[src/tpac_pkg.sv]
`default_nettype none
// ----------------------------------------------------------------------------
// Touch panel and converter control constants
// ----------------------------------------------------------------------------
package tpac_pkg;

    // ------------------------------------------------------------------------
    // Register offsets
    // ------------------------------------------------------------------------
    localparam logic [3:0]  OFS_PANEL       = 4'h9;
    localparam logic [3:0]  OFS_CTRL        = 4'hA;
    localparam logic [3:0]  OFS_RESULT      = 4'hB;
    localparam logic [3:0]  OFS_IDENT       = 4'hC;
    localparam logic [3:0]  OFS_TEST        = 4'hD;

    // ------------------------------------------------------------------------
    // Panel control fields
    // ------------------------------------------------------------------------
    localparam int          PNL_XM_POW      = 0;
    localparam int          PNL_XP_POW      = 1;
    localparam int          PNL_YM_POW      = 2;
    localparam int          PNL_YP_POW      = 3;
    localparam int          PNL_XM_GND      = 4;
    localparam int          PNL_XP_GND      = 5;
    localparam int          PNL_YM_GND      = 6;
    localparam int          PNL_YP_GND      = 7;
    localparam int          PNL_MODE_LSB    = 8;
    localparam int          PNL_MODE_MSB    = 9;
    localparam int          PNL_BIAS        = 11;
    localparam int          PNL_XP_LOW      = 12;
    localparam int          PNL_XM_LOW      = 13;
    localparam logic [15:0] PNL_WMASK       = 16'h0BFF;
    localparam logic [15:0] PNL_RESET       = 16'h0000;

    // ------------------------------------------------------------------------
    // Converter control fields
    // ------------------------------------------------------------------------
    localparam int          CTL_SYNC        = 0;
    localparam int          CTL_BYP_CON     = 1;
    localparam int          CTL_SEL_LSB     = 2;
    localparam int          CTL_SEL_MSB     = 4;
    localparam int          CTL_EXT_REF     = 5;
    localparam int          CTL_START       = 7;
    localparam int          CTL_ENABLE      = 15;
    localparam logic [15:0] CTL_WMASK       = 16'h80BF;
    localparam logic [15:0] CTL_RESET       = 16'h0000;

    // ------------------------------------------------------------------------
    // Result, identification and test-mode fields
    // ------------------------------------------------------------------------
    localparam int          RES_WIDTH       = 10;
    localparam int          RES_LSB         = 5;
    localparam int          RES_MSB         = 14;
    localparam int          RES_VALID       = 15;
    localparam int          ID_REV_LSB      = 0;
    localparam int          ID_PART_LSB     = 6;
    localparam int          ID_MAKER_LSB    = 12;
    localparam int          TST_AUDIO       = 0;
    localparam int          TST_TELECOM     = 1;
    localparam int          TST_PROD_LSB    = 2;
    localparam int          TST_PROD_MSB    = 5;
    localparam logic [15:0] TST_WMASK       = 16'h003F;
    localparam logic [15:0] TST_RESET       = 16'h0000;

    // ------------------------------------------------------------------------
    // Conversion timing
    // ------------------------------------------------------------------------
    localparam int          CLK_PERIOD_NS   = 10;
    localparam int          SAMPLE_TIME_NS  = 100;
    localparam int          BIT_TIME_NS     = 60; // Outlasts comparator sync
    localparam int          SAMPLE_CYCLES   = (SAMPLE_TIME_NS + CLK_PERIOD_NS - 1)
                                              / CLK_PERIOD_NS;
    localparam int          BIT_CYCLES      = (BIT_TIME_NS + CLK_PERIOD_NS - 1)
                                              / CLK_PERIOD_NS;

endpackage
`default_nettype wire

[src/tpac_pin_sync.sv]
`timescale 1ns/1ps
`default_nettype none
// ----------------------------------------------------------------------------
// Three-stage pin synchroniser, output moves once stages two and three agree
// ----------------------------------------------------------------------------
module tpac_pin_sync (
    // Clock and reset
    input  wire logic mclk_in,
    input  wire logic rst_b_in,
    // Pin and clean level
    input  wire logic pin_in,
    output logic      level_out
);

    logic stage1_q;
    logic stage2_q;
    logic stage3_q;
    logic level_q;

    // Stage one feeds stage two only, to keep metastability contained
    always_ff @(posedge mclk_in or negedge rst_b_in) begin
        if (!rst_b_in) begin
            stage1_q <= 1'b0;
            stage2_q <= 1'b0;
            stage3_q <= 1'b0;
            level_q  <= 1'b0;
        end else begin
            stage1_q <= pin_in;
            stage2_q <= stage1_q;
            stage3_q <= stage2_q;
            if (stage2_q == stage3_q) begin
                level_q <= stage3_q;
            end
        end
    end

    assign level_out = level_q;

endmodule // tpac_pin_sync
`default_nettype wire

[src/tpac_regs.sv]
`timescale 1ns/1ps
`default_nettype none
// Summary of operation
// - Ground bits 5-7 ground x+, y-, y+
// - Mode bits 8-9: interrupt, pressure, position
// - Bit 11 switches panel bias on
// - Bit 12 reads inverted x+ pin
// - Bit 13 reads inverted x- pin
// - Control bit 0 enables synchronised conversion
// - Control bit 1 routes reference to bypass
// - Bits 2-4 select plate or external input
// - Control bit 5 selects external reference
// - Conversion starts only on start rising
// - Control bit 15 powers the converter
// - Result bits 5-14 hold ten-bit result
// - Result bit 15 valid once stored
// - Identification word returns fixed codes
// - Test bit 0 audio analogue test
// - Test bit 1 telecom analogue test
// - Test bits 2-5 production test select
// - Test bits written only with test pin
// - Panel bit 4 grounds x- plate
// - Panel bits 0-3 power the plates
module tpac_regs #(
    parameter logic [5:0] REVISION_CODE = 6'h15, // Arbitrary value
    parameter logic [5:0] PART_CODE     = 6'h2A, // Arbitrary value
    parameter logic [3:0] MAKER_CODE    = 4'hA   // Arbitrary value
) (
    // Clock and reset
    input  wire logic        mclk_in,
    input  wire logic        rst_b_in,
    // Register port
    input  wire logic [3:0]  reg_addr_in,
    input  wire logic [15:0] reg_wdata_in,
    input  wire logic        reg_write_in,
    input  wire logic        reg_read_in,
    output logic      [15:0] reg_rdata_out,
    // Panel pins and test pin
    input  wire logic        x_plus_plate_pin_in,
    input  wire logic        x_minus_plate_pin_in,
    input  wire logic        test_pin_in,
    // Converter analogue side
    input  wire logic        sync_trigger_in,
    input  wire logic        comparator_high_in,
    // Panel switches
    output logic             x_minus_plate_power_out,
    output logic             x_plus_plate_power_out,
    output logic             y_minus_plate_power_out,
    output logic             y_plus_plate_power_out,
    output logic             x_minus_plate_ground_out,
    output logic             x_plus_plate_ground_out,
    output logic             y_minus_plate_ground_out,
    output logic             y_plus_plate_ground_out,
    output logic             interrupt_mode_out,
    output logic             pressure_mode_out,
    output logic             position_mode_out,
    output logic             panel_bias_enable_out,
    // Converter controls
    output logic             converter_sync_enable_out,
    output logic             reference_bypass_connect_out,
    output logic             external_reference_enable_out,
    output logic             converter_enable_out,
    output logic      [7:0]  input_select_out,
    output logic      [9:0]  sar_trial_code_out,
    output logic             track_hold_out,
    output logic             conversion_busy_out,
    // Test modes
    output logic             audio_analogue_test_out,
    output logic             telecom_analogue_test_out,
    output logic      [3:0]  production_test_select_out
);

    // ------------------------------------------------------------------------
    // Types and local constants
    // ------------------------------------------------------------------------
    typedef enum logic [1:0] {ST_IDLE, ST_WAIT_SYNC, ST_SAMPLE, ST_CONVERT} tpac_state_e;

    localparam logic [7:0] SAMPLE_LOAD = 8'(tpac_pkg::SAMPLE_CYCLES - 1);
    localparam logic [7:0] BIT_LOAD    = 8'(tpac_pkg::BIT_CYCLES - 1);
    localparam logic [9:0] MSB_TRIAL   = 10'h200;
    localparam logic [3:0] MSB_INDEX   = 4'h9;

    logic [15:0]  panel_q;
    logic [15:0]  ctrl_q;
    logic [15:0]  test_q;
    logic [15:0]  rdata_q;
    logic [9:0]   result_q;
    logic         valid_q;
    tpac_state_e  state_q;
    tpac_state_e  state_d;
    logic [7:0]   cnt_q;
    logic [7:0]   cnt_d;
    logic [3:0]   idx_q;
    logic [3:0]   idx_d;
    logic [9:0]   trial_q;
    logic [9:0]   trial_d;
    logic         sync_prev_q;

    logic         x_plus_level;
    logic         x_minus_level;
    logic         test_level;
    logic         sync_level;
    logic         comp_level;

    // ------------------------------------------------------------------------
    // Pin synchronisers
    // ------------------------------------------------------------------------
    tpac_pin_sync u_sync_xp (
        .mclk_in   (mclk_in),
        .rst_b_in  (rst_b_in),
        .pin_in    (x_plus_plate_pin_in),
        .level_out (x_plus_level)
    );

    tpac_pin_sync u_sync_xm (
        .mclk_in   (mclk_in),
        .rst_b_in  (rst_b_in),
        .pin_in    (x_minus_plate_pin_in),
        .level_out (x_minus_level)
    );

    tpac_pin_sync u_sync_test (
        .mclk_in   (mclk_in),
        .rst_b_in  (rst_b_in),
        .pin_in    (test_pin_in),
        .level_out (test_level)
    );

    tpac_pin_sync u_sync_trig (
        .mclk_in   (mclk_in),
        .rst_b_in  (rst_b_in),
        .pin_in    (sync_trigger_in),
        .level_out (sync_level)
    );

    tpac_pin_sync u_sync_comp (
        .mclk_in   (mclk_in),
        .rst_b_in  (rst_b_in),
        .pin_in    (comparator_high_in),
        .level_out (comp_level)
    );

    // ------------------------------------------------------------------------
    // Write decode
    // ------------------------------------------------------------------------
    wire        wr_panel = reg_write_in && (reg_addr_in == tpac_pkg::OFS_PANEL);
    wire        wr_ctrl  = reg_write_in && (reg_addr_in == tpac_pkg::OFS_CTRL);
    wire        wr_test  = reg_write_in && (reg_addr_in == tpac_pkg::OFS_TEST)
                           && test_level;
    // Start on a written rise of the start bit
    wire        start_edge = wr_ctrl && reg_wdata_in[tpac_pkg::CTL_START]
                             && !ctrl_q[tpac_pkg::CTL_START];
    wire        conv_on    = ctrl_q[tpac_pkg::CTL_ENABLE];
    wire        sync_mode  = ctrl_q[tpac_pkg::CTL_SYNC];
    wire        sync_rise  = sync_level && !sync_prev_q;

    // Masks drop read-only and unlisted bits
    wire [15:0] panel_wr_d = reg_wdata_in & tpac_pkg::PNL_WMASK;
    wire [15:0] ctrl_wr_d  = reg_wdata_in & tpac_pkg::CTL_WMASK;
    wire [15:0] test_wr_d  = reg_wdata_in & tpac_pkg::TST_WMASK;

    // ------------------------------------------------------------------------
    // Control registers
    // ------------------------------------------------------------------------
    always_ff @(posedge mclk_in or negedge rst_b_in) begin
        if (!rst_b_in) begin
            panel_q <= tpac_pkg::PNL_RESET;
            ctrl_q  <= tpac_pkg::CTL_RESET;
            test_q  <= tpac_pkg::TST_RESET;
        end else begin
            if (wr_panel) begin
                panel_q <= panel_wr_d;
            end
            if (wr_ctrl) begin
                ctrl_q <= ctrl_wr_d;
            end
            if (wr_test) begin
                test_q <= test_wr_d;
            end
        end
    end

    // ------------------------------------------------------------------------
    // Read mux, unmapped offsets read zero
    // ------------------------------------------------------------------------
    wire [15:0] panel_rd = panel_q
                           | (16'(!x_plus_level) << tpac_pkg::PNL_XP_LOW)
                           | (16'(!x_minus_level) << tpac_pkg::PNL_XM_LOW);
    wire [15:0] result_rd = (16'(valid_q) << tpac_pkg::RES_VALID)
                            | (16'(result_q) << tpac_pkg::RES_LSB);
    wire [15:0] ident_rd  = (16'(MAKER_CODE) << tpac_pkg::ID_MAKER_LSB)
                            | (16'(PART_CODE) << tpac_pkg::ID_PART_LSB)
                            | (16'(REVISION_CODE) << tpac_pkg::ID_REV_LSB);
    wire [15:0] rd_mux    = (reg_addr_in == tpac_pkg::OFS_PANEL)  ? panel_rd  :
                            (reg_addr_in == tpac_pkg::OFS_CTRL)   ? ctrl_q    :
                            (reg_addr_in == tpac_pkg::OFS_RESULT) ? result_rd :
                            (reg_addr_in == tpac_pkg::OFS_IDENT)  ? ident_rd  :
                            (reg_addr_in == tpac_pkg::OFS_TEST)   ? test_q    :
                            16'h0000;

    // Read data held until the next read strobe
    always_ff @(posedge mclk_in or negedge rst_b_in) begin
        if (!rst_b_in) begin
            rdata_q <= 16'h0000;
        end else if (reg_read_in) begin
            rdata_q <= rd_mux;
        end
    end

    // ------------------------------------------------------------------------
    // Conversion sequencer, next state
    // ------------------------------------------------------------------------
    // One bit per BIT_CYCLES, MSB first
    // Slot outlasts the four-edge comparator sync
    always_comb begin
        state_d = state_q;
        cnt_d   = cnt_q;
        idx_d   = idx_q;
        trial_d = trial_q;
        case (state_q)
            ST_IDLE: begin
                if (start_edge && conv_on) begin
                    state_d = sync_mode ? ST_WAIT_SYNC : ST_SAMPLE;
                    cnt_d   = SAMPLE_LOAD;
                end
            end
            ST_WAIT_SYNC: begin
                if (sync_rise) begin
                    state_d = ST_SAMPLE;
                end
            end
            ST_SAMPLE: begin
                if (cnt_q == 8'h00) begin
                    state_d = ST_CONVERT;
                    cnt_d   = BIT_LOAD;
                    idx_d   = MSB_INDEX;
                    trial_d = MSB_TRIAL;
                end else begin
                    cnt_d = cnt_q - 8'h01;
                end
            end
            ST_CONVERT: begin
                if (cnt_q == 8'h00) begin
                    if (!comp_level) begin
                        trial_d = trial_q & ~(10'h001 << idx_q);
                    end
                    if (idx_q == 4'h0) begin
                        state_d = ST_IDLE;
                    end else begin
                        idx_d   = idx_q - 4'h1;
                        trial_d = trial_d | (10'h001 << (idx_q - 4'h1));
                        cnt_d   = BIT_LOAD;
                    end
                end else begin
                    cnt_d = cnt_q - 8'h01;
                end
            end
            default: begin
                state_d = ST_IDLE;
            end
        endcase
        if (!conv_on) begin
            state_d = ST_IDLE;
        end
    end

    wire conv_done = (state_q == ST_CONVERT) && (cnt_q == 8'h00)
                     && (idx_q == 4'h0) && conv_on;
    wire conv_go   = (state_q == ST_IDLE) && start_edge && conv_on;

    // ------------------------------------------------------------------------
    // Conversion sequencer, registers
    // ------------------------------------------------------------------------
    always_ff @(posedge mclk_in or negedge rst_b_in) begin
        if (!rst_b_in) begin
            state_q     <= ST_IDLE;
            cnt_q       <= 8'h00;
            idx_q       <= 4'h0;
            trial_q     <= 10'h000;
            sync_prev_q <= 1'b0;
        end else begin
            state_q     <= state_d;
            cnt_q       <= cnt_d;
            idx_q       <= idx_d;
            trial_q     <= trial_d;
            sync_prev_q <= sync_level;
        end
    end

    // Result and valid; valid drops at launch
    always_ff @(posedge mclk_in or negedge rst_b_in) begin
        if (!rst_b_in) begin
            result_q <= 10'h000;
            valid_q  <= 1'b0;
        end else if (conv_done) begin
            result_q <= trial_d;
            valid_q  <= 1'b1;
        end else if (conv_go) begin
            valid_q  <= 1'b0;
        end
    end

    // ------------------------------------------------------------------------
    // Panel outputs
    // ------------------------------------------------------------------------
    assign x_minus_plate_power_out  = panel_q[tpac_pkg::PNL_XM_POW];
    assign x_plus_plate_power_out   = panel_q[tpac_pkg::PNL_XP_POW];
    assign y_minus_plate_power_out  = panel_q[tpac_pkg::PNL_YM_POW];
    assign y_plus_plate_power_out   = panel_q[tpac_pkg::PNL_YP_POW];
    assign x_minus_plate_ground_out = panel_q[tpac_pkg::PNL_XM_GND];
    assign x_plus_plate_ground_out  = panel_q[tpac_pkg::PNL_XP_GND];
    assign y_minus_plate_ground_out = panel_q[tpac_pkg::PNL_YM_GND];
    assign y_plus_plate_ground_out  = panel_q[tpac_pkg::PNL_YP_GND];
    assign panel_bias_enable_out    = panel_q[tpac_pkg::PNL_BIAS];

    // Upper mode bit alone picks position measurement
    wire [1:0] mode_field   = panel_q[tpac_pkg::PNL_MODE_MSB:tpac_pkg::PNL_MODE_LSB];
    assign interrupt_mode_out = (mode_field == 2'h0);
    assign pressure_mode_out  = (mode_field == 2'h1);
    assign position_mode_out  = mode_field[1];

    // ------------------------------------------------------------------------
    // Converter and test-mode outputs
    // ------------------------------------------------------------------------
    assign converter_sync_enable_out     = ctrl_q[tpac_pkg::CTL_SYNC];
    assign reference_bypass_connect_out  = ctrl_q[tpac_pkg::CTL_BYP_CON];
    assign external_reference_enable_out = ctrl_q[tpac_pkg::CTL_EXT_REF];
    assign converter_enable_out          = conv_on;

    // One-hot select: 0-3 plates, 4-7 external inputs zero to three
    wire [2:0] sel_field = ctrl_q[tpac_pkg::CTL_SEL_MSB:tpac_pkg::CTL_SEL_LSB];
    assign input_select_out    = 8'h01 << sel_field;
    assign sar_trial_code_out  = trial_q;
    assign track_hold_out      = (state_q == ST_SAMPLE);
    assign conversion_busy_out = (state_q != ST_IDLE);

    assign audio_analogue_test_out    = test_q[tpac_pkg::TST_AUDIO];
    assign telecom_analogue_test_out  = test_q[tpac_pkg::TST_TELECOM];
    assign production_test_select_out =
        test_q[tpac_pkg::TST_PROD_MSB:tpac_pkg::TST_PROD_LSB];

    assign reg_rdata_out = rdata_q;

endmodule // tpac_regs
`default_nettype wire

[config.mk]
export PLATFORM = sky130hd
export DESIGN_NAME = tpac_regs
export DESIGN_NICKNAME = d
export VERILOG_FILES = /design/src/tpac_pkg.sv /design/src/tpac_pin_sync.sv /design/src/tpac_regs.sv
export SDC_FILE = /design/constraint.sdc
export NUM_CORES = 1
export LEC_CHECK = 0
export BUFFER_PORTS_ARGS = -buffer_cell sky130_fd_sc_hd__buf_2
export CORE_MARGIN = 5
export CORE_UTILIZATION = 29
export DETAILED_ROUTE_END_ITERATION = 6
export GPL_ROUTABILITY_DRIVEN = 1
export GPL_TIMING_DRIVEN = 0
export PLACE_DENSITY_LB_ADDON = 0.08
export SLEW_MARGIN = 20
export SYNTH_ARGS = -nofsm -noshare
export SYNTH_HDL_FRONTEND = slang
export SYNTH_HIERARCHICAL = 1
export SYNTH_SLANG_ARGS = --single-unit
[constraint.sdc]
create_clock -name mclk_in -period 1.9 [get_ports mclk_in]
set_input_delay 0.38 -clock mclk_in [delete_from_list [all_inputs] [get_ports mclk_in]]
set_output_delay 0.38 -clock mclk_in [all_outputs]
set_load 0.005 [all_outputs]
==> After elaboration in Yosys (flattened, before gate mapping) <==
Cells that the tools add are included.
W data, S select, Z words.
{ "word_totals": {"mem_count": 0, "rom_bits": 0, "ramBits": 0, "inputBits": 29, "word_cells": 125, "reg_bits": 97, "latch_bits": 0} }
{ "classes": {"shift": 3, "n_reduce_logical": 28, "mul": 0, "eq_ne": 24, "mux": 31, "magnitude_cmp": 0, "n_bitwise": 6, "add_sub_neg": 2, "n_div": 0} }
{ "op_table": {"columns": ["op", "n"], "rows": [
  ["$mux W16", 4],
  ["$mux W10", 6],
  ["$mux W8", 4],
  ["$pmux W8 S3", 1],
  ["$eq A4 B4 Y1 const B", 5],
  ["$pmux W10 S2", 1],
  ["$shl A1 B4 Y10 const A", 2],
  ["$or A16 B15 Y16", 1],
  ["$ne A3 B3 Y1 const B", 5],
  ["$mux W2", 7],
  ["$or A13 B14 Y14", 1],
  ["$logic_and A1 B1 Y1", 13],
  ["$or A12 B13 Y13", 1],
  ["$mux W4", 3],
  ["$and A10 B10 Y10", 1],
  ["$not A10 Y10", 1],
  ["$or A10 B10 Y10", 1],
  ["$logic_not A8 Y1", 1],
  ["$pmux W2 S4", 1],
  ["$pmux W4 S2", 1],
  ["$shl A1 B3 Y8 const A", 1],
  ["$sub A8 B1 Y8 const B", 1],
  ["$mux W6", 1],
  ["$ne A2 B2 Y1 const B", 3],
  ["15 further kinds", 28]
]} }

==> Depth between registers and ports, before layout <==
Gate-level depths: netlist of the first run.
{ "logic_depth": {"ltp_word": 10, "ltp_mapped": 7, "mapped_depth_nobuf": 6} }

==> By module <==
Netlist of the first run, hierarchy kept.
{ "by_module_without_submodules": {"columns": ["module", "cells_each", "seq_area_each_um2", "area_per_inst_um2", "instances"], "rows": [
  ["tpac_regs", 417, 1926.8, 4083.9, 1],
  ["tpac_pin_sync", 5, 100.1, 111.4, 5]
]} }

==> Least setup slack after synthesis of the first run <==
Ideal clock, no wire load.
{ "synth_path": {"path_type": "flip-flop to flip-flop", "from": "reg idx_q[0]", "to": "reg result_q[0]", "period_less_slack_ns": 2.024, "path_stages_with_launch": 7, "setup_time_ns": 0.084, "setup_slack_ns": -0.124, "arrival_time_ns": 1.940, "path_cell_list": "dfrtp_1 -> inv_1 -> ha_1 -> or2_2 -> o21ai_0 -> or4b_4 -> a41oi_2"} }
{ "synth_between": {"elab_chain_len": 10, "word_cells_on_any_way": 15, "cone_classes": "1 x add/sub; 2 x shift; 6 x mux; 3 x bitwise; 3 x reduce/logical"} }
{ "synth_rtl": {"columns": ["element", "line", "text"], "rows": [
  ["from (decl)", "tpac_regs.sv:93", "logic [3:0] idx_q;"],
  ["from (signal assigned)", "tpac_regs.sv:284", "idx_q <= idx_d;"],
  ["$shl A1 B4 Y10", "tpac_regs.sv:245", "trial_d = trial_q & ~(10'h001 << idx_q);"],
  ["$not A10 Y10", "tpac_regs.sv:245", null],
  ["$and A10 B10 Y10", "tpac_regs.sv:245", null],
  ["$mux W10", "tpac_regs.sv:244", "if (!comp_level) begin"],
  ["$mux W10", "tpac_regs.sv:243", "if (cnt_q == 8'h00) begin"],
  ["$mux W10", "tpac_regs.sv:220", "case (state_q)"],
  ["$or A10 B10 Y10", "tpac_regs.sv:251", "trial_d = trial_d | (10'h001 << (idx_q - 4'h1));"],
  ["$mux W10", "tpac_regs.sv:247", "if (idx_q == 4'h0) begin"],
  ["$mux W10", "tpac_regs.sv:243", null],
  ["$pmux W10 S2", "tpac_regs.sv:220", null],
  ["to (signal assigned)", "tpac_regs.sv:296", "result_q <= trial_d;"],
  ["to (decl)", "tpac_regs.sv:87", "logic [9:0] result_q;"]
]} }
Parallel ways exist; a longest one is shown, timed or not. The select of a mux whose other input is x is not followed.
A chain may end at the register's enable or synchronous reset.

==> Final worst setup path of the first run <==
{ "layout_path": {"from": "reg cnt_q[0]", "to": "reg result_q[0]"} }
{ "layout_between": {"elab_chain_len": 4, "word_cells_on_any_way": 7, "cone_classes": "3 x mux; 4 x reduce/logical"} }
{ "layout_rtl": {"columns": ["element", "line", "text"], "rows": [
  ["from (decl)", "tpac_regs.sv:91", "logic [7:0] cnt_q;"],
  ["from (signal assigned)", "tpac_regs.sv:283", "cnt_q <= cnt_d;"],
  ["$logic_not A8 Y1 *", "tpac_regs.sv:233, tpac_regs.sv:243, tpac_regs.sv:267", null],
  ["branches (longest 3 deep; another with $mux W10)", null, null]
]} }
Mark *: on every way between the ends.

==> flow_summary_export.csv, run 1 <==
group,metric,value,unit
run_status,result_of_the_run,"finished with violations",
run_status,violations,"negative setup slack",
global_route,global_route.usage.met3,3.38,%
finish,final_cell_mix,"93 x dfrtp_1, 85 x buf_2, 37 x nand2_1, 37 x o21ai_0, 31 x a21oi_1",
detailed_routing,drt-wirelength-per-cell,16.7,um
synthesis,async_reset_ff_share,100,%
die,core,15800,um^2
global_route,vias_in_the_first_global_route,3787,
setup_path,setup.worst_path.class,"flop to flop",
clocking,cts_buffer_depth,2,
job,max_cap_violations,0,
clocking,tritoncts.num_buffers,9,
timing,max_slew_margin,53.5,%
global_route,grt-ovfl-total,0,
power,p_total,0.00552,W
clocking,clock_insertion_delay_worst_skew,350,ps
timing,skew,7.64,ps
detailed_routing,detail_route.first_pass.iterations,4,
detailed_routing,detail_route.vias_per_cell,4.80,
timing,clock.fmax,520,MHz
min_path,min_path_type,"input pin to flop",
global_route,largest_net_degree_at_the_start_of_global_routing,51,
timing,final.period_utilization,101,%
detailed_routing,drt_wirelength,12900,um
detailed_routing,drc_errors,0,
synthesis,number_of_enable_type_register_cells_in_the_synthesized_netlist,0,
synthesis,synthesis.instances,442,
power,vdd_drop_max,445,uV
finish,fill_cells,1635,
timing,fin_setup_tns,-52.3,ps
global_route,grt_antenna_before_repair,0,
timing,finalHoldViolations,0,
detailed_routing,via_count,3709,
timing,unrepaired_setup_endpoints_after_global_routing,"yes",
global_route,grt_util_met2,23.7,%
synthesis,number_of_different_library_cells_in_the_post_synthesis_netlist,58,
global_route,track_usage,14.4,%
global_route,global_routing_met1_resource_utilization,18.7,%
setup_path,worst-r2r-setup-slack,-20,ps
die,die-width,137,um
finish,antenna_cells,0,
clocking,clkTransAtPathRegs,70,ps
global_route,highest_utilization_routing_layer_at_the_global_route_stage,"met2",
setup_path,sort_of_element_at_the_end_of_the_critical_path,"flop",
die,start_util,29.4,%
synthesis,synthesized_nets,481,
clocking,cts-root-buf,"clkbuf_16",
setup_path,cp_data_arrival_time,2130,ps
die,die_y,137,um
clocking,cts_tree,"done",
synthesis,seq_area_frac_synth,52.3,%
clocking,cts_max_level,3,
setup_path,timing.critical_path.fanout_max,6,
timing,maxSlewViolCount,0,
synthesis,yosys_register_bits,97,
power,p_leak,2.68,nW
timing,tightestPinTransition,696,ps
clocking,cts_num_sinks,97,
synthesis,postSynthAreaPerCell,10.5,um^2
detailed_routing,postRouteAntennaNets,0,
finish,layout.cells.most_common,"dfrtp_1",
setup_path,crit_required,2100,ps
placed_design,detailed_place_hpwl,9180,um
finish,design.final.nets,590,
die,top_level_ports,87,
finish,layout-drive-gt1-share,35.6,%
setup_path,worstSetupStartpointType,"flop",
finish,flow.area_growth_from_synthesis,28.7,%
timing,finalWorstPathRequiredPeriod,1920,ps
die,placement_rows,46,
detailed_routing,detail_route.iter0.violations,216,
global_route,wire_length_of_the_first_global_routing_pass,20600,um
power,power.density,924,nW/um^2
synthesis,yosysWarnings,6,
synthesis,yosys_most_used_dff,"dfrtp_1",
placed_design,io_buffer_count,82,
synthesis,synthesis.area,4640,um^2
timing,least_setup_slack_across_all_paths_after_layout,-23.4,ps
timing,setup_viol,6,
placed_design,place_congestion,0.775,
die,die_area,18600,um^2
## report_power, final
| part | leakage, nW | total [W] | switching [W] | internal (W) |
|---|---|---|---|---|
| clock | 0.133 | 0.00173 | 0.000831 | 0.000894 |
| combinational | 1.32 | 0.00128 | 0.000682 | 0.000599 |
| sequential | 1.23 | 0.00251 | 0.000216 | 0.00229 |
## synth_stat cells, drive strengths merged (4+ instances only)
| cell type | number | area share, % |
|---|---|---|
| inv | 22 | 1.8 |
| o21ai | 46 | 5.0 |
| a31oi | 5 | 0.67 |
| nand3b | 4 | 0.65 |
| nor2 | 22 | 1.8 |
| nor3 | 8 | 1.3 |
| a22o | 4 | 0.75 |
| o31ai | 5 | 0.81 |
| a22oi | 5 | 0.81 |
| maj3 | 5 | 1.2 |
| nand3 | 8 | 0.97 |
| buf | 5 | 0.49 |
| mux2 | 27 | 6.6 |
| nor2b | 10 | 1.3 |
| a21oi | 33 | 3.6 |
| and3b | 4 | 0.75 |
| o22ai | 6 | 0.81 |
| nand2 | 38 | 3.1 |
| dfrtp | 97 | 52 |
| nor3b | 8 | 1.3 |
| clkbuf | 17 | 1.4 |
| or2 | 4 | 0.54 |
| ha | 10 | 2.7 |
| nand2b | 9 | 1.2 |
## area by class of cell
cell class	count	area [um^2]	share of cell area [%]
Inverter	22	82.6	1.38
Timing Repair Buffer	98	567	9.49
Buffer	22	111	1.86
Clock buffer	10	229	3.83
Multi-Input combinational cell	301	2240	37.4
Tap cell	216	270	4.53
Sequential cell	97	2430	40.7
Clock inverter	6	43.8	0.733
## routing by layer
metal  routed length, um  vias up
met5                   0        -
met4                  85        0
met3                 629        6
met2                6320       74
met1                5830     1819
li1                    -     1810
## timing repair
item	CTS	global route
hold endpoints to repair	49	0
buffers inserted	10	4
cloned	0	0
pin swaps	4	13
gates resized for setup	26	46
setup endpoints to repair	35	43
hold buffers	1	0
## sequential cells by signal, summed over array words and instances, names as in the netlist, 2 cells and up
name / flops
state_q: 2
result_q: 10
cnt_q: 8
reg_rdata_out: 16
ctrl_q: 8
idx_q: 4
test_q: 6
sar_trial_code_out: 10
panel_q: 11
## path summary, 6_finish.rpt
path / startpoint / end / depth (start not counted)
min: x_plus_plate_pin_in / u_sync_xp/stage1_q / 1
max reg2reg: cnt_q[0] / result_q[0] / 7
max: cnt_q[0] / result_q[0] / 7
max in group asynchronous: rst_b_in / idx_q[1] / 3
min in group asynchronous: rst_b_in / ctrl_q[4] / 2
min reg2reg: u_sync_trig/stage1_q / u_sync_trig/stage2_q / 0
## stage by stage
step | hold slack, ps | cell area (um^2) | worst slack [ps] | utilization (%) | cells
2_1_floorplan | 84.4 | 4650 | 0.968 | - | 442
3_3_place_gp | 333 | 5330 | -866 | 33.8 | 740
3_5_place_dp | 336 | 5360 | -457 | 34.0 | 741
4_1_cts | 108 | 5830 | -28.4 | 37.0 | 768
5_1_grt | 114 | 5970 | -80.6 | 37.9 | 772
6_report | 132 | 5970 | -23.4 | 37.9 | 772
## cell families after synthesis
logic type               count (synthesis)  share of synthesized area, %
AO/OA/AOI/OAI                          124                          16.5
XOR/XNOR                                 1                         0.189
AND/OR/NAND/NOR                        133                          16.7
buffers and inverters                   44                          3.64
adder cells (fa/ha/maj)                 15                          3.91
multiplexers                            28                          6.77
flip-flops                              97                          52.3
## worst max-delay path, cell delays in order, from the launching register on
cell     delay, ps
dfrtp_1        390
inv_2           80
ha_4           150
or4b_4         470
buf_8          160
nor3_4         270
buf_6          150
a41oi_2        110
No activity file was read; power rests on OpenSTA's default activity.
==> run 2: changes to the inputs <==
- ABC_CLOCK_PERIOD_IN_PS: unset -> 1900
- RECOVER_POWER: unset -> 50
==> run 2 against run 1 <==
Compared with the run above: the run still ends with negative setup slack left; fmax hardly changed; critical path type unchanged; hold slack lost 4.2 ps; die area unchanged.
==> flow_summary_export.csv, run 2 (synthesis gave the netlist of run 1 again) <==
group,metric,value,unit
setup_path,sort_of_element_at_the_end_of_the_critical_path,"flop",
clocking,tritoncts.num_buffers,9,
detailed_routing,detail_route.iter0.violations,209,
clocking,cts_tree,"done",
power,netSwitchingPower,0.00173,W
power,vdd_drop_max,452,uV
timing,maxSlewViolCount,0,
finish,layout.cells.most_common,"dfrtp_1",
timing,finalWorstPathRequiredPeriod,1920,ps
setup_path,cp_num_buf_inv,3,
setup_path,cp.depth,7,
global_route,track_usage,14.4,%
global_route,wire_length_of_the_first_global_routing_pass,20600,um
timing,skew,5.81,ps
placed_design,place.detailed.instances,741,
setup_path,worst_r2r_path_depth,7,
timing,setup_viol,6,
finish,finalNonFillerCells,772,
finish,flip_flop_count_of_the_largest_register_all_copies_and_words_added,16,
finish,layout-drive-gt1-share,34.4,%
setup_path,worstSetupEndpoint,"result_q[0]",
placed_design,io_buffer_count,82,
power,p_total,0.00552,W
finish,fill_cells,1634,
placed_design,detailed_place_hpwl,9180,um
timing,least_setup_slack_across_all_paths_after_layout,-22.6,ps
run_status,result_of_the_run,"finished with violations",
detailed_routing,met3_wire_length,681,um
die,start_util,29.4,%
setup_path,worstSetupStartpointType,"flop",
die,die-width,137,um
detailed_routing,dr.max_layer_used,"met4",
setup_path,cp_data_arrival_time,2130,ps
finish,design.final.nets,590,
die,die_y,137,um
clocking,cts_buffer_depth,2,
setup_path,cpLargestDelayFamily,"simple AND/OR/NAND/NOR gates",
die,placement_rows,46,
power,seqPwrFrac,45.5,%
detailed_routing,drt-wirelength-per-cell,16.7,um
detailed_routing,detail_route.vias_per_cell,4.83,
min_path,min_path_type,"input pin to flop",
finish,final_cell_mix,"93 x dfrtp_1, 84 x buf_2, 37 x nand2_1, 37 x o21ai_0, 31 x a21oi_1",
placed_design,place_congestion,0.775,
finish,antenna_cells,0,
run_status,violations,"negative setup slack",
setup_path,startpoint,"cnt_q[0]",
setup_path,setup.worst_path.class,"flop to flop",
clocking,cts-root-buf,"clkbuf_16",
die,core,15800,um^2
detailed_routing,routedLengthMet1,5750,um
power,pwr-share-comb,23.2,%
global_route,largest_net_degree_at_the_start_of_global_routing,51,
detailed_routing,drc_errors,0,
setup_path,regToRegEndpoint,"result_q[0]",
clocking,cts_max_level,3,
global_route,grt_antenna_before_repair,0,
setup_path,critPathSlowestCell,"or4b_4",
detailed_routing,via_count,3726,
power,power.density,926,nW/um^2
setup_path,timing.critical_path.cells,"inv_2, ha_4, or4b_4, buf_8, nor3_4, buf_6, a41oi_2",
clocking,clkTransAtPathRegs,70,ps
global_route,vias_in_the_first_global_route,3787,
detailed_routing,drt_wirelength,12900,um
detailed_routing,detail_route.first_pass.iterations,4,
setup_path,crit_required,2100,ps
power,p_leak,2.67,nW
power,internal_power,0.00378,W
timing,max_slew_margin,22.3,%
finish,flow.area_growth_from_synthesis,28.4,%
detailed_routing,postRouteAntennaNets,0,
job,max_cap_violations,0,
detailed_routing,met2WireLength,6290,um
timing,clock.fmax,520,MHz
setup_path,timing.critical_path.fanout_max,6,
power,pwr-share-clk,31.3,%
timing,unrepaired_setup_endpoints_after_global_routing,"yes",
timing,tightestPinTransition,1170,ps
die,die_area,18600,um^2
timing,fin_setup_tns,-76.8,ps
clocking,cts_num_sinks,97,
global_route,grt-ovfl-total,0,
setup_path,r2r-start,"cnt_q[0]",
clocking,clock_insertion_delay_worst_skew,350,ps
power,netSwitchingFraction,31.4,%
timing,final.period_utilization,101,%
timing,finalHoldViolations,0,
die,top_level_ports,87,
setup_path,worst_path_largest_cell_delay,470,ps
setup_path,worst-r2r-setup-slack,-20,ps
[run 2: through the flow]
step                util [%]  area [um^2]  setup slack, ps  hold slack (ps)
floorplan                  -         4650            0.968             84.4
global placement        33.8         5330             -866              333
detailed placement      34.0         5360             -457              336
CTS                     37.0         5830            -28.4              108
global route            37.8         5960            -80.6              114
finish                  37.8         5960            -22.6              128
[run 2: layout make-up]
cell class	instances	area, um^2	area share [%]
Tap cell	216	270	4.54
Sequential cell	97	2430	40.8
Multi-Input combinational cell	301	2230	37.4
Clock buffer	10	229	3.84
Inverter	22	82.6	1.39
Buffer	22	111	1.87
Clock inverter	6	43.8	0.735
Timing Repair Buffer	98	558	9.37
[run 2: power by group through the flow]
stage                     clock network, W  logic (W)  registers (W)
after floorplan                          0   0.000689        0.00250
after global placement                   0    0.00111        0.00254
after detailed placement                 0    0.00113        0.00254
after CTS                          0.00181    0.00122        0.00250
after global routing               0.00189    0.00142        0.00255
final                              0.00173    0.00128        0.00251
[run 2: worst min path at each step]
| stage | slack, ps | cells past startpoint | start | to |
|---|---|---|---|---|
| 6_report | 130 | 1 | x_plus_plate_pin_in | u_sync_xp/stage1_q |
| 5_1_grt | 110 | 1 | test_pin_in | u_sync_test/stage1_q |
| 4_1_cts | 110 | 1 | x_plus_plate_pin_in | u_sync_xp/stage1_q |
| 3_5_place_dp | 340 | 0 | u_sync_trig/stage1_q | u_sync_trig/stage2_q |
| 3_3_place_gp | 330 | 0 | u_sync_comp/stage1_q | u_sync_comp/stage2_q |
| 2_1_floorplan | 80 | 0 | rst_b_in | cnt_q[0] |
[run 2: repair_timing]
action | 4_1_cts | 5_1_grt
gates resized for setup | 26 | 46
setup buffers | 10 | 4
endpoints found under the hold margin | 49 | 0
hold buffers | 1 | 0
cloned | 0 | 0
pin swaps | 4 | 13
setup endpoints to repair | 35 | 43
[run 2: worst reg2reg max path, delay by kind of cell (launching register included)]
kind                     cells  cell delay (ps)
AO/OA/AOI/OAI                1              110
adder cells (fa/ha/maj)      1              150
buffers and inverters        3              390
flip-flops                   1              390
AND/OR/NAND/NOR              2              740
[run 2: per-layer routing]
layer | vias up | global-route usage, %
met3 | 9 | 3.38
met5 | - | 0
met4 | 0 | 4.93
li1 | 1812 | -
met2 | 81 | 23.7
met1 | 1824 | 18.7
